`src/rtl/pwt_pkg.sv`:
```
// Purpose: shared constants for the pulse width / pulse train output unit
// Assumes: 50 MHz clock, 32-bit APB register access
// Notes:   times are given in ns; cycle counts derive from the clock period
package pwt_pkg;
  // ---------------------------------------------------------------
  // register map (byte addresses)
  // ---------------------------------------------------------------
  localparam logic [7:0] ADDR_CTRL  = 8'h00;
  localparam logic [7:0] ADDR_DUTY  = 8'h04;
  localparam logic [7:0] ADDR_JCODE = 8'h08;
  localparam logic [7:0] ADDR_JWVAL = 8'h0C;
  localparam logic [7:0] ADDR_STAT  = 8'h10;
  localparam logic [7:0] ADDR_JRVAL = 8'h14;
  localparam int CTRL_GATE_BIT = 0;
  localparam int CTRL_REQ_BIT  = 1;
  localparam int CTRL_FMT_BIT  = 2;
  localparam int STAT_DONE_BIT = 0;
  localparam int STAT_ERR_BIT  = 1;
  localparam int STAT_GATE_BIT = 2;
  localparam int STAT_MODE_BIT = 3;
  localparam int STAT_RUN_BIT  = 4;
  localparam int STAT_FAULT_LSB = 16;
  // ---------------------------------------------------------------
  // duty scales, reset values
  // ---------------------------------------------------------------
  localparam logic [15:0] SCALE_PERMIL = 16'h03E8;
  localparam logic [15:0] SCALE_ANALOG = 16'h6C00;
  localparam logic [15:0] PERIOD_RST   = 16'h4E20;
  localparam logic [15:0] MINP_RST     = 16'h0002;
  localparam logic [15:0] DELAY_RST    = 16'h0000;
  localparam logic [1:0]  TB_100US = 2'h0;
  localparam logic [1:0]  TB_1MS   = 2'h1;
  localparam logic [1:0]  TB_1US   = 2'h2;
  localparam logic [1:0]  TB_10US  = 2'h3;
  localparam logic [1:0]  TB_RST   = TB_100US;
  // ---------------------------------------------------------------
  // job codes and fault words
  // ---------------------------------------------------------------
  localparam logic [15:0] JOB_NOP     = 16'h0000;
  localparam logic [15:0] JOB_PERIOD  = 16'h0001;
  localparam logic [15:0] JOB_DELAY   = 16'h0002;
  localparam logic [15:0] JOB_MINP    = 16'h0004;
  localparam logic [15:0] JOB_CNT1    = 16'h0008;
  localparam logic [15:0] JOB_CNT2    = 16'h0009;
  localparam logic [15:0] JOB_PERIOD2 = 16'h000A;
  localparam logic [15:0] JOB_TBASE   = 16'h000B;
  localparam logic [15:0] JOB_RD_FLAG = 16'h0080;
  localparam logic [15:0] FAULT_NONE  = 16'h0000;
  localparam logic [15:0] FAULT_UNSUP = 16'h04FF;
  localparam logic [15:0] FAULT_RANGE = 16'h8001;
  localparam logic [22:0] CNT_MAX     = 23'h7FFFFF;
  // ---------------------------------------------------------------
  // timing
  // ---------------------------------------------------------------
  localparam int CLK_PERIOD_NS = 20;
  localparam int TB_1US_NS     = 1000;
  localparam int TB_10US_NS    = 10000;
  localparam int TB_100US_NS   = 100000;
  localparam int TB_1MS_NS     = 1000000;
  localparam logic [15:0] CYC_1US  = 16'(TB_1US_NS / CLK_PERIOD_NS);
  localparam logic [15:0] CYC_10US = 16'(TB_10US_NS / CLK_PERIOD_NS);
endpackage : pwt_pkg

```
`src/rtl/pwt_tick_if.sv`:
```
// Purpose: time base selection and unit tick between core and tick generator
// Assumes: single clock domain
// Notes:   tick is a one-cycle pulse per time base unit
`timescale 1ns/1ps
interface pwt_tick_if;
  logic [1:0] tb_sel;
  logic       tick;
  modport core (output tb_sel, input tick);
  modport gen  (input tb_sel, output tick);
endinterface : pwt_tick_if

```
`src/rtl/pwt_tick_gen.sv`:
```
// Purpose: divide the system clock into time base unit ticks
// Assumes: 50 MHz clock
// Notes:   a change of time base restarts the unit count
`timescale 1ns/1ps
module pwt_tick_gen
  import pwt_pkg::*;
#(
  parameter logic [15:0] CYC_100US = 16'(TB_100US_NS / CLK_PERIOD_NS),
  parameter logic [15:0] CYC_1MS   = 16'(TB_1MS_NS / CLK_PERIOD_NS)
) (
  input  wire logic clk_in,    // system clock
  input  wire logic reset_in,  // sync reset, active high
  pwt_tick_if.gen   tick_if    // time base select and tick
);
  logic [15:0] div_r;
  logic [1:0]  sel_q_r;

  // cycles per unit for each time base code
  function automatic logic [15:0] unit_cycles(input logic [1:0] sel);
    case (sel)
      TB_1MS:  unit_cycles = CYC_1MS;
      TB_1US:  unit_cycles = CYC_1US;
      TB_10US: unit_cycles = CYC_10US;
      default: unit_cycles = CYC_100US;
    endcase
  endfunction : unit_cycles

  // ---------------------------------------------------------------
  // divider
  // ---------------------------------------------------------------
  always_ff @(posedge clk_in) begin
    if (reset_in || sel_q_r != tick_if.tb_sel) begin
      div_r        <= 16'h0000;
      tick_if.tick <= 1'b0;
    end else if (div_r + 16'h0001 >= unit_cycles(tick_if.tb_sel)) begin
      div_r        <= 16'h0000;
      tick_if.tick <= 1'b1;
    end else begin
      div_r        <= div_r + 16'h0001;
      tick_if.tick <= 1'b0;
    end
  end

  // remember last selection so a change restarts the unit
  always_ff @(posedge clk_in) begin
    if (reset_in) begin
      sel_q_r <= TB_RST;
    end else begin
      sel_q_r <= tick_if.tb_sel;
    end
  end
endmodule : pwt_tick_gen

```
`src/rtl/pwt_top.sv`:
```
// Purpose: pulse width / pulse train output channel with APB job interface
// Assumes: APB master per AMBA; one clock; no interrupt line
// Notes:   pready follows one wait-free setup; writes land at access edge
`timescale 1ns/1ps
module pwt_top
  import pwt_pkg::*;
#(
  parameter logic [15:0] CYC_100US = 16'(TB_100US_NS / CLK_PERIOD_NS),
  parameter logic [15:0] CYC_1MS   = 16'(TB_1MS_NS / CLK_PERIOD_NS)
) (
  input  wire logic        clk_in,             // system clock, 50 MHz
  input  wire logic        reset_in,           // sync reset, active high
  input  wire logic        psel_in,            // apb select
  input  wire logic        penable_in,         // apb enable
  input  wire logic        pwrite_in,          // apb direction
  input  wire logic [7:0]  paddr_in,           // apb byte address
  input  wire logic [31:0] pwdata_in,          // apb write data
  output logic      [31:0] prdata_out,         // apb read data
  output logic             pready_out,         // apb ready
  output logic             pslverr_out,        // apb error, unmapped address
  output logic             pwm_out,            // digital output channel
  output logic             gate_state_out,     // internal gate open
  output logic             count_disable_out   // channel counter disabled
);
  typedef enum logic [1:0] {ST_IDLE, ST_DELAY, ST_RUN, ST_END} pwt_state_type;

  pwt_tick_if tick_if ();
  pwt_state_type st_r;
  logic [2:0]  ctrl_r;
  logic [15:0] duty_r, job_code_r, fault_r, period_r, delay_r, minp_r, period2_r;
  logic [31:0] job_wval_r, job_rval_r, rdata_nxt;
  logic [22:0] cnt1_r, cnt2_r, left_r;
  logic [1:0]  tb_r;
  logic        req_q_r, busy_r, done_r, err_r, gate_q_r, on_job2_r, train_r;
  logic [15:0] tcnt_r, cur_period_r, cur_pulse_r, sel_period;
  logic        wr_en, addr_ok, gate, period_end, code_ok, val_ok;

  assign tick_if.tb_sel = tb_r;
  assign gate           = ctrl_r[CTRL_GATE_BIT];
  assign wr_en          = psel_in && penable_in && pready_out && pwrite_in;

  pwt_tick_gen #(
    .CYC_100US (CYC_100US),
    .CYC_1MS   (CYC_1MS)
  ) u_tick (
    .clk_in   (clk_in),
    .reset_in (reset_in),
    .tick_if  (tick_if)
  );

  // pulse length from duty and period, then minimum pulse filtering
  function automatic logic [15:0] pulse_len(input logic [15:0] per, input logic [15:0] duty,
                                           input logic fmt, input logic [15:0] minp);
    logic [31:0] prod;
    logic [15:0] len;
    prod = 32'(per) * 32'(duty);
    len  = 16'(prod / 32'(fmt ? SCALE_ANALOG : SCALE_PERMIL));
    if (len > per) len = per;
    if (len < minp) len = 16'h0000;
    else if (per - len < minp) len = per;
    pulse_len = len;
  endfunction : pulse_len

  // ---------------------------------------------------------------
  // apb slave
  // ---------------------------------------------------------------
  always_comb begin
    addr_ok   = 1'b1;
    rdata_nxt = 32'h0000_0000;
    case (paddr_in)
      ADDR_CTRL:  rdata_nxt = {29'h0, ctrl_r};
      ADDR_DUTY:  rdata_nxt = {16'h0000, duty_r};
      ADDR_JCODE: rdata_nxt = {16'h0000, job_code_r};
      ADDR_JWVAL: rdata_nxt = job_wval_r;
      ADDR_STAT:  rdata_nxt = {fault_r, 11'h000, st_r != ST_IDLE, train_r, gate_q_r,
                               err_r, done_r};
      ADDR_JRVAL: rdata_nxt = job_rval_r;
      default:    addr_ok = 1'b0;
    endcase
  end

  // one setup cycle, then ready; data and error captured with it
  always_ff @(posedge clk_in) begin
    if (reset_in) begin
      pready_out  <= 1'b0;
      prdata_out  <= 32'h0000_0000;
      pslverr_out <= 1'b0;
    end else begin
      pready_out  <= psel_in && !penable_in;
      prdata_out  <= (psel_in && !penable_in && !pwrite_in) ? rdata_nxt : 32'h0000_0000;
      pslverr_out <= psel_in && !penable_in && !addr_ok;
    end
  end

  // software registers
  always_ff @(posedge clk_in) begin
    if (reset_in) begin
      ctrl_r     <= 3'h0;
      duty_r     <= 16'h0000;
      job_code_r <= JOB_NOP;
      job_wval_r <= 32'h0000_0000;
    end else if (wr_en) begin
      case (paddr_in)
        ADDR_CTRL:  ctrl_r     <= pwdata_in[2:0];
        ADDR_DUTY:  duty_r     <= pwdata_in[15:0];
        ADDR_JCODE: job_code_r <= pwdata_in[15:0];
        ADDR_JWVAL: job_wval_r <= pwdata_in;
        default:    ;
      endcase
    end
  end

  // ---------------------------------------------------------------
  // job engine
  // ---------------------------------------------------------------
  // the job is taken on the edge with the code and value standing then
  always_ff @(posedge clk_in) begin
    if (reset_in) begin
      req_q_r <= 1'b0;
      busy_r  <= 1'b0;
    end else begin
      req_q_r <= ctrl_r[CTRL_REQ_BIT];
      busy_r  <= ctrl_r[CTRL_REQ_BIT] && !req_q_r;
    end
  end

  // validity of code and value
  always_comb begin
    code_ok = 1'b1;
    val_ok  = 1'b1;
    case (job_code_r & ~JOB_RD_FLAG)
      JOB_PERIOD, JOB_PERIOD2: val_ok = job_wval_r != 0 && job_wval_r <= 32'h0000_FFFF;
      JOB_DELAY: val_ok = job_wval_r <= 32'h0000_FFFF;
      // the 0.1ms base has a floor of two units, equal to the default
      JOB_MINP:  val_ok = job_wval_r <= {17'h0, period_r[15:1]} &&
                          (tb_r != TB_100US || job_wval_r >= {16'h0000, MINP_RST});
      JOB_CNT1, JOB_CNT2: val_ok = job_wval_r <= {9'h0, CNT_MAX};
      JOB_TBASE: val_ok = job_wval_r <= 32'h0000_0003;
      JOB_NOP:   code_ok = job_code_r == JOB_NOP;
      default:   code_ok = 1'b0;
    endcase
    if ((job_code_r & JOB_RD_FLAG) != 16'h0000) begin
      val_ok = 1'b1;
    end
    if (job_code_r[15:8] != 8'h00) begin
      code_ok = 1'b0;
    end
  end

  // done low for the executing cycle; unsupported codes fault
  always_ff @(posedge clk_in) begin
    if (reset_in) begin
      done_r  <= 1'b1;
      err_r   <= 1'b0;
      fault_r <= FAULT_NONE;
    end else if (ctrl_r[CTRL_REQ_BIT] && !req_q_r) begin
      done_r <= 1'b0;
    end else if (busy_r) begin
      done_r  <= 1'b1;
      err_r   <= !code_ok || !val_ok;
      fault_r <= !code_ok ? FAULT_UNSUP : (!val_ok ? FAULT_RANGE : FAULT_NONE);
    end
  end

  // parameter writes and reads; periods and minimum pulse act at next period, time base at once
  always_ff @(posedge clk_in) begin
    if (reset_in) begin
      period_r   <= PERIOD_RST;
      delay_r    <= DELAY_RST;
      minp_r     <= MINP_RST;
      period2_r  <= PERIOD_RST;
      cnt1_r     <= 23'h0;
      cnt2_r     <= 23'h0;
      tb_r       <= TB_RST;
      job_rval_r <= 32'h0000_0000;
    end else if (busy_r && code_ok && val_ok) begin
      case (job_code_r)
        JOB_PERIOD:  period_r  <= job_wval_r[15:0];
        JOB_DELAY:   delay_r   <= job_wval_r[15:0];
        JOB_MINP:    minp_r    <= job_wval_r[15:0];
        JOB_CNT1:    cnt1_r    <= job_wval_r[22:0];
        JOB_CNT2:    cnt2_r    <= job_wval_r[22:0];
        JOB_PERIOD2: period2_r <= job_wval_r[15:0];
        JOB_TBASE:   tb_r      <= job_wval_r[1:0];
        JOB_PERIOD | JOB_RD_FLAG:  job_rval_r <= {16'h0000, period_r};
        JOB_DELAY | JOB_RD_FLAG:   job_rval_r <= {16'h0000, delay_r};
        JOB_MINP | JOB_RD_FLAG:    job_rval_r <= {16'h0000, minp_r};
        JOB_CNT1 | JOB_RD_FLAG:    job_rval_r <= {9'h0, cnt1_r};
        JOB_CNT2 | JOB_RD_FLAG:    job_rval_r <= {9'h0, cnt2_r};
        JOB_PERIOD2 | JOB_RD_FLAG: job_rval_r <= {16'h0000, period2_r};
        JOB_TBASE | JOB_RD_FLAG:   job_rval_r <= {30'h0, tb_r};
        default: ;
      endcase
    end
  end

  // ---------------------------------------------------------------
  // output sequencer
  // ---------------------------------------------------------------
  assign sel_period = on_job2_r ? period2_r : period_r;
  assign period_end = tick_if.tick && (tcnt_r + 16'h0001 >= cur_period_r);

  // gate edge, mode capture; train chosen by nonzero pulse count
  always_ff @(posedge clk_in) begin
    if (reset_in) begin
      gate_q_r <= 1'b0;
      train_r  <= 1'b0;
    end else begin
      gate_q_r <= gate;
      if (gate && !gate_q_r) begin
        train_r <= cnt1_r != 23'h0 || cnt2_r != 23'h0;
      end
    end
  end

  // state, unit counter and per-period latches; closing the gate stops at once
  always_ff @(posedge clk_in) begin
    if (reset_in || !gate) begin
      st_r         <= ST_IDLE;
      tcnt_r       <= 16'h0000;
      cur_period_r <= PERIOD_RST;
      cur_pulse_r  <= 16'h0000;
      left_r       <= 23'h0;
      on_job2_r    <= 1'b0;
    end else begin
      case (st_r)
        ST_IDLE: begin
          if (!gate_q_r) begin
            st_r   <= ST_DELAY;
            tcnt_r <= 16'h0000;
            left_r <= cnt1_r != 23'h0 ? cnt1_r : cnt2_r;
            on_job2_r <= cnt1_r == 23'h0 && cnt2_r != 23'h0;
          end
        end
        ST_DELAY: begin
          if (tcnt_r >= delay_r) begin
            st_r         <= ST_RUN;
            tcnt_r       <= 16'h0000;
            cur_period_r <= sel_period;
            cur_pulse_r  <= pulse_len(sel_period, duty_r, ctrl_r[CTRL_FMT_BIT], minp_r);
          end else if (tick_if.tick) begin
            tcnt_r <= tcnt_r + 16'h0001;
          end
        end
        ST_RUN: begin
          if (period_end) begin
            tcnt_r <= 16'h0000;
            if (train_r && left_r <= 23'h1) begin
              if (!on_job2_r && cnt2_r != 23'h0) begin
                on_job2_r    <= 1'b1;
                left_r       <= cnt2_r;
                cur_period_r <= period2_r;
                cur_pulse_r  <= pulse_len(period2_r, duty_r, ctrl_r[CTRL_FMT_BIT], minp_r);
              end else begin
                st_r <= ST_END;
              end
            end else begin
              left_r       <= left_r - 23'h1;
              cur_period_r <= sel_period;
              cur_pulse_r  <= pulse_len(sel_period, duty_r, ctrl_r[CTRL_FMT_BIT], minp_r);
            end
          end else if (tick_if.tick) begin
            tcnt_r <= tcnt_r + 16'h0001;
          end
        end
        ST_END: st_r <= ST_END;
        default: st_r <= ST_IDLE;
      endcase
    end
  end

  // registered outputs; no interrupt path exists for this function
  always_ff @(posedge clk_in) begin
    if (reset_in) begin
      pwm_out           <= 1'b0;
      gate_state_out    <= 1'b0;
      count_disable_out <= 1'b0;
    end else begin
      pwm_out           <= gate && st_r == ST_RUN && tcnt_r < cur_pulse_r;
      gate_state_out    <= gate;
      count_disable_out <= gate;
    end
  end
endmodule : pwt_top
```
`config.mk`:
```
export PLATFORM = sky130hd
export DESIGN_NAME = pwt_top
export DESIGN_NICKNAME = d
export VERILOG_FILES = /design/src/rtl/pwt_pkg.sv /design/src/rtl/pwt_tick_if.sv /design/src/rtl/pwt_tick_gen.sv /design/src/rtl/pwt_top.sv
export SDC_FILE = /design/constraint.sdc
export NUM_CORES = 2
export LEC_CHECK = 0
export BUFFER_PORTS_ARGS = -buffer_cell sky130_fd_sc_hd__buf_2
export CORE_MARGIN = 3
export CORE_UTILIZATION = 38
export DETAILED_ROUTE_END_ITERATION = 16
export GPL_TIMING_DRIVEN = 0
export PLACE_DENSITY = 0.62
export SYNTH_ARGS = -nofsm -noshare
export SYNTH_HDL_FRONTEND = slang
export SYNTH_HIERARCHICAL = 1
export SYNTH_SLANG_ARGS = --single-unit
```
`constraint.sdc`:
```
create_clock -name clk_in -period 63.5 [get_ports clk_in]
set_input_delay 12.7 -clock clk_in [delete_from_list [all_inputs] [get_ports clk_in]]
set_output_delay 12.7 -clock clk_in [all_outputs]
set_load 0.03 [all_outputs]
```
==> metrics.cfg <==
[clocking]
cts.path.max_buffers = 3
cts_tree = built
clkSinkCount = 338
clock-root-buffer = clkbuf_16
cts.clk_slew.worst_paths_ns = 0.06
hold_buffers = 0
worstSkewPairLatency_ns = 0.54
cts_buffers = 35
h-tree-depth = 2

[global_route]
grt_pass1_vias = 84400
grt_overflow = 0
antenna_found_initial = 14
grt_pass1_wl_um = 476000
grt_usage = 0.263
grt_max_degree = 88

[cells_and_area]
drive_gt1_frac = 0.245
fillers = 20400
syn_to_final_growth_pct = 24.6
multi_input_area_um2 = 75300
final-seq-area_um2 = 6890
nets = 13200

[worst_setup_path]
crit_family = simple AND/OR/NAND/NOR gates
reg2reg_to = cur_pulse_r[11]$_SDFFE_PP0P_
cp.required_ns = 63.91
r2r_cells = 339
r2r_start = duty_r[6]$_SDFFE_PP0P_
crit_top_cell = buf_4
end_kind = flop
cp_slowest_cell = or4_4
worstSetupPathType = reg2reg
worstPathBufferInverterCount = 78
crit_path_max_incr_delay_ns = 0.56
arrival_ns = 62.08
worstPathMaxFanout = 10
worstSetupStartpointType = flop
r2r_slack_ns = 1.83

[route]
wl_per_cell_um = 21.4
drc_errors = 0
drtIter0Drc = 8549
via_per_inst = 6.00
num_vias = 88500
drtAntennaViolNets = 0
wl_um = 315000
firstDrtPassIters = 10

[sta]
tightest_slew_ns = 1.57
setup_slack_ns = 1.83
clock.fmax_mhz = 16.2
hold_viol = 0
maxSlewHeadroom = -0.0468
clock_skew_ns = 0.0237
period_share = 0.971
setup-violations-final = 0
hold_ws_ns = 0.454
fin_crit_ns = 61.67
maxSlewViolCount = 9

[yosys]
synthArstFlopShare = 0
ys_warn_count = 6
syn-num-nets = 12300
syn_area_per_cell_um2 = 7.44
synth_area_leaders = ha_1 (13%), fa_1 (9.6%), dfxtp_1 (8.3%)
synth.distinct_cells = 201
synth_edf_count = 0
ys_seq_area_frac = 0.0828
ys_ff_latch = 338
synth_area_um2 = 81700
synth_largest_area_cell = ha_1
synth_ff_type = dfxtp_1
yosysTopAreaCellShare = 0.133
syn_inst = 11000

[min_path]
hp-start = cur_period_r[12]$_SDFFE_PP0P_
whs_path_depth = 2
hold_path_end = cur_period_r[12]$_SDFFE_PP0P_
hp-class = reg2reg

[floorplanning]
core-area_um2 = 213000
die_area_um2 = 221000
start_util = 0.384
ios = 82
die_h_um = 470
num_rows = 169
die_w_um = 470

[place]
dpl.hpwl_um = 240000
port_buffers = 80
place.gp.congestion = 0.972
post-place-ws_ns = -16.73

[status]
violations = capacitance limit, slew limit
status = finished, violations left

[job]
maxCapViolCount = 1

## worst reg2reg max path: cells and delay by family, from the launching register on
family	cells	cell delay, ns
adder cells (fa/ha/maj)	32	10.37
buffers and inverters	78	9.73
AND/OR/NAND/NOR	109	18.52
flip-flops	1	0.42
multiplexers	12	3.32
XOR/XNOR	11	1.75
AO/OA/AOI/OAI	97	17.35
## synth_stat cells (37+ instances only)
cell,number
a211o_1,37
a211oi_1,117
a21o_1,243
a21o_2,48
a21oi_1,913
a22oi_1,57
a311oi_1,50
a31oi_1,116
and2_1,235
and2_2,37
and3_1,96
buf_4,39
buf_6,41
clkbuf_1,299
clkbuf_8,47
dfxtp_1,338
fa_1,390
ha_1,870
inv_1,872
mux2_2,89
mux2i_1,160
nand2_1,1279
nand2b_1,125
nand3_1,243
nand4_1,136
nor2_1,884
nor2b_1,199
nor3_1,241
nor4_1,97
o2111ai_1,38
o211ai_1,100
o21a_1,104
o21ai_0,432
o21bai_1,54
o31ai_1,78
or2_2,74
or3_1,79
xnor2_1,310
xor2_1,242
## worst max-delay path by stage
stage	start	end	slack, ns	cells past startpoint
floorplan	period2_r[5]$_SDFFE_PP1P_	cur_pulse_r[11]$_SDFFE_PP0P_	0.002	337
global placement	on_job2_r$_SDFFE_PP0P_	cur_pulse_r[8]$_SDFFE_PP0P_	-16.62	347
detailed placement	on_job2_r$_SDFFE_PP0P_	cur_pulse_r[12]$_SDFFE_PP0P_	-16.73	346
CTS	on_job2_r$_SDFFE_PP0P_	cur_pulse_r[15]$_SDFFE_PP0P_	0.001	352
global route	period2_r[6]$_SDFFE_PP0P_	cur_pulse_r[11]$_SDFFE_PP0P_	-0.60	357
finish	duty_r[6]$_SDFFE_PP0P_	cur_pulse_r[11]$_SDFFE_PP0P_	1.83	339
## kinds of logic (layout without fill, tap and decap cells)
family                   count (synthesis)  after routing  synth area share
other                                    0              8                 0
buffers and inverters                 1383           2316            0.0772
flip-flops                             338            338            0.0828
adder cells (fa/ha/maj)               1260           1260             0.229
multiplexers                           266            266            0.0349
XOR/XNOR                               556            556            0.0599
AO/OA/AOI/OAI                         3071           3071             0.262
AND/OR/NAND/NOR                       4112           4112             0.254
## area by class of cell
type                       count  area share
buffer                       428      0.0416
tap                         2821      0.0347
inverter                     904      0.0344
clock buffer                  43     0.00919
antenna                        8    0.000197
sequential                   338      0.0676
multi-input combinational   9265       0.740
clock inverter                17     0.00199
timing repair buffer         924      0.0706
## routing by layer
metal  vias to the layer above  global-route usage  routed length, µm
li1                      41300                   -                  -
met1                     43000               0.348             135000
met2                      3660               0.438             146000
met3                       661              0.0400              23800
met4                         6              0.0836              11200
met5                         -                   0                 40
## what timing repair did
item | in CTS | in global routing
endpoints found under the setup margin | 16 | 16
gates cloned | 3 | 18
buffers inserted | 357 | 460
gates resized for setup | 999 | 983
pin swaps | 250 | 549
## layout by cell type (no fill, tap or decap), drive strengths merged, types with 54 or more instances in the layout
master / netlist / final
nor3: 259 / 259
nand2: 1284 / 1284
nand3: 246 / 246
mux2: 100 / 100
mux2i: 166 / 166
inv: 896 / 890
ha: 870 / 870
and2: 275 / 275
o31ai: 88 / 88
nor2: 898 / 898
buf: 118 / 1110
xnor2: 312 / 312
xor2: 244 / 244
o21a: 108 / 108
nor4: 104 / 104
nand4: 140 / 140
a211oi: 129 / 129
or2: 96 / 96
a21oi: 936 / 936
nor2b: 199 / 199
clkbuf: 353 / 283
o21bai: 54 / 54
o21ai: 488 / 488
a31oi: 120 / 120
nand2b: 126 / 126
a21o: 292 / 292
a22oi: 58 / 58
o211ai: 107 / 107
dfxtp: 338 / 338
or3: 101 / 101
fa: 390 / 390
and3: 131 / 131
a311oi: 62 / 62
## metrics by stage
stage	TNS, ns	utilization	instance area (µm²)	instances
2_1_floorplan	0	-	81900	11000
6_report	0	0.478	102000	14700
5_1_grt	-8.98	0.478	102000	14700
3_3_place_gp	-264.48	0.403	85800	13900
3_5_place_dp	-266.24	0.404	86000	13900
4_1_cts	0	0.442	94000	14300
## sequential cells by signal, indices dropped and copies added (netlist names), 23 cells and up
register and flops:
prdata_out 32, left_r 23, job_wval_r 32, cnt2_r 23, cnt1_r 23, job_rval_r 23
Power is left out: the tool's default activity adds up to more than one toggle a clock period on the data nets, which glitch-free logic cannot reach.
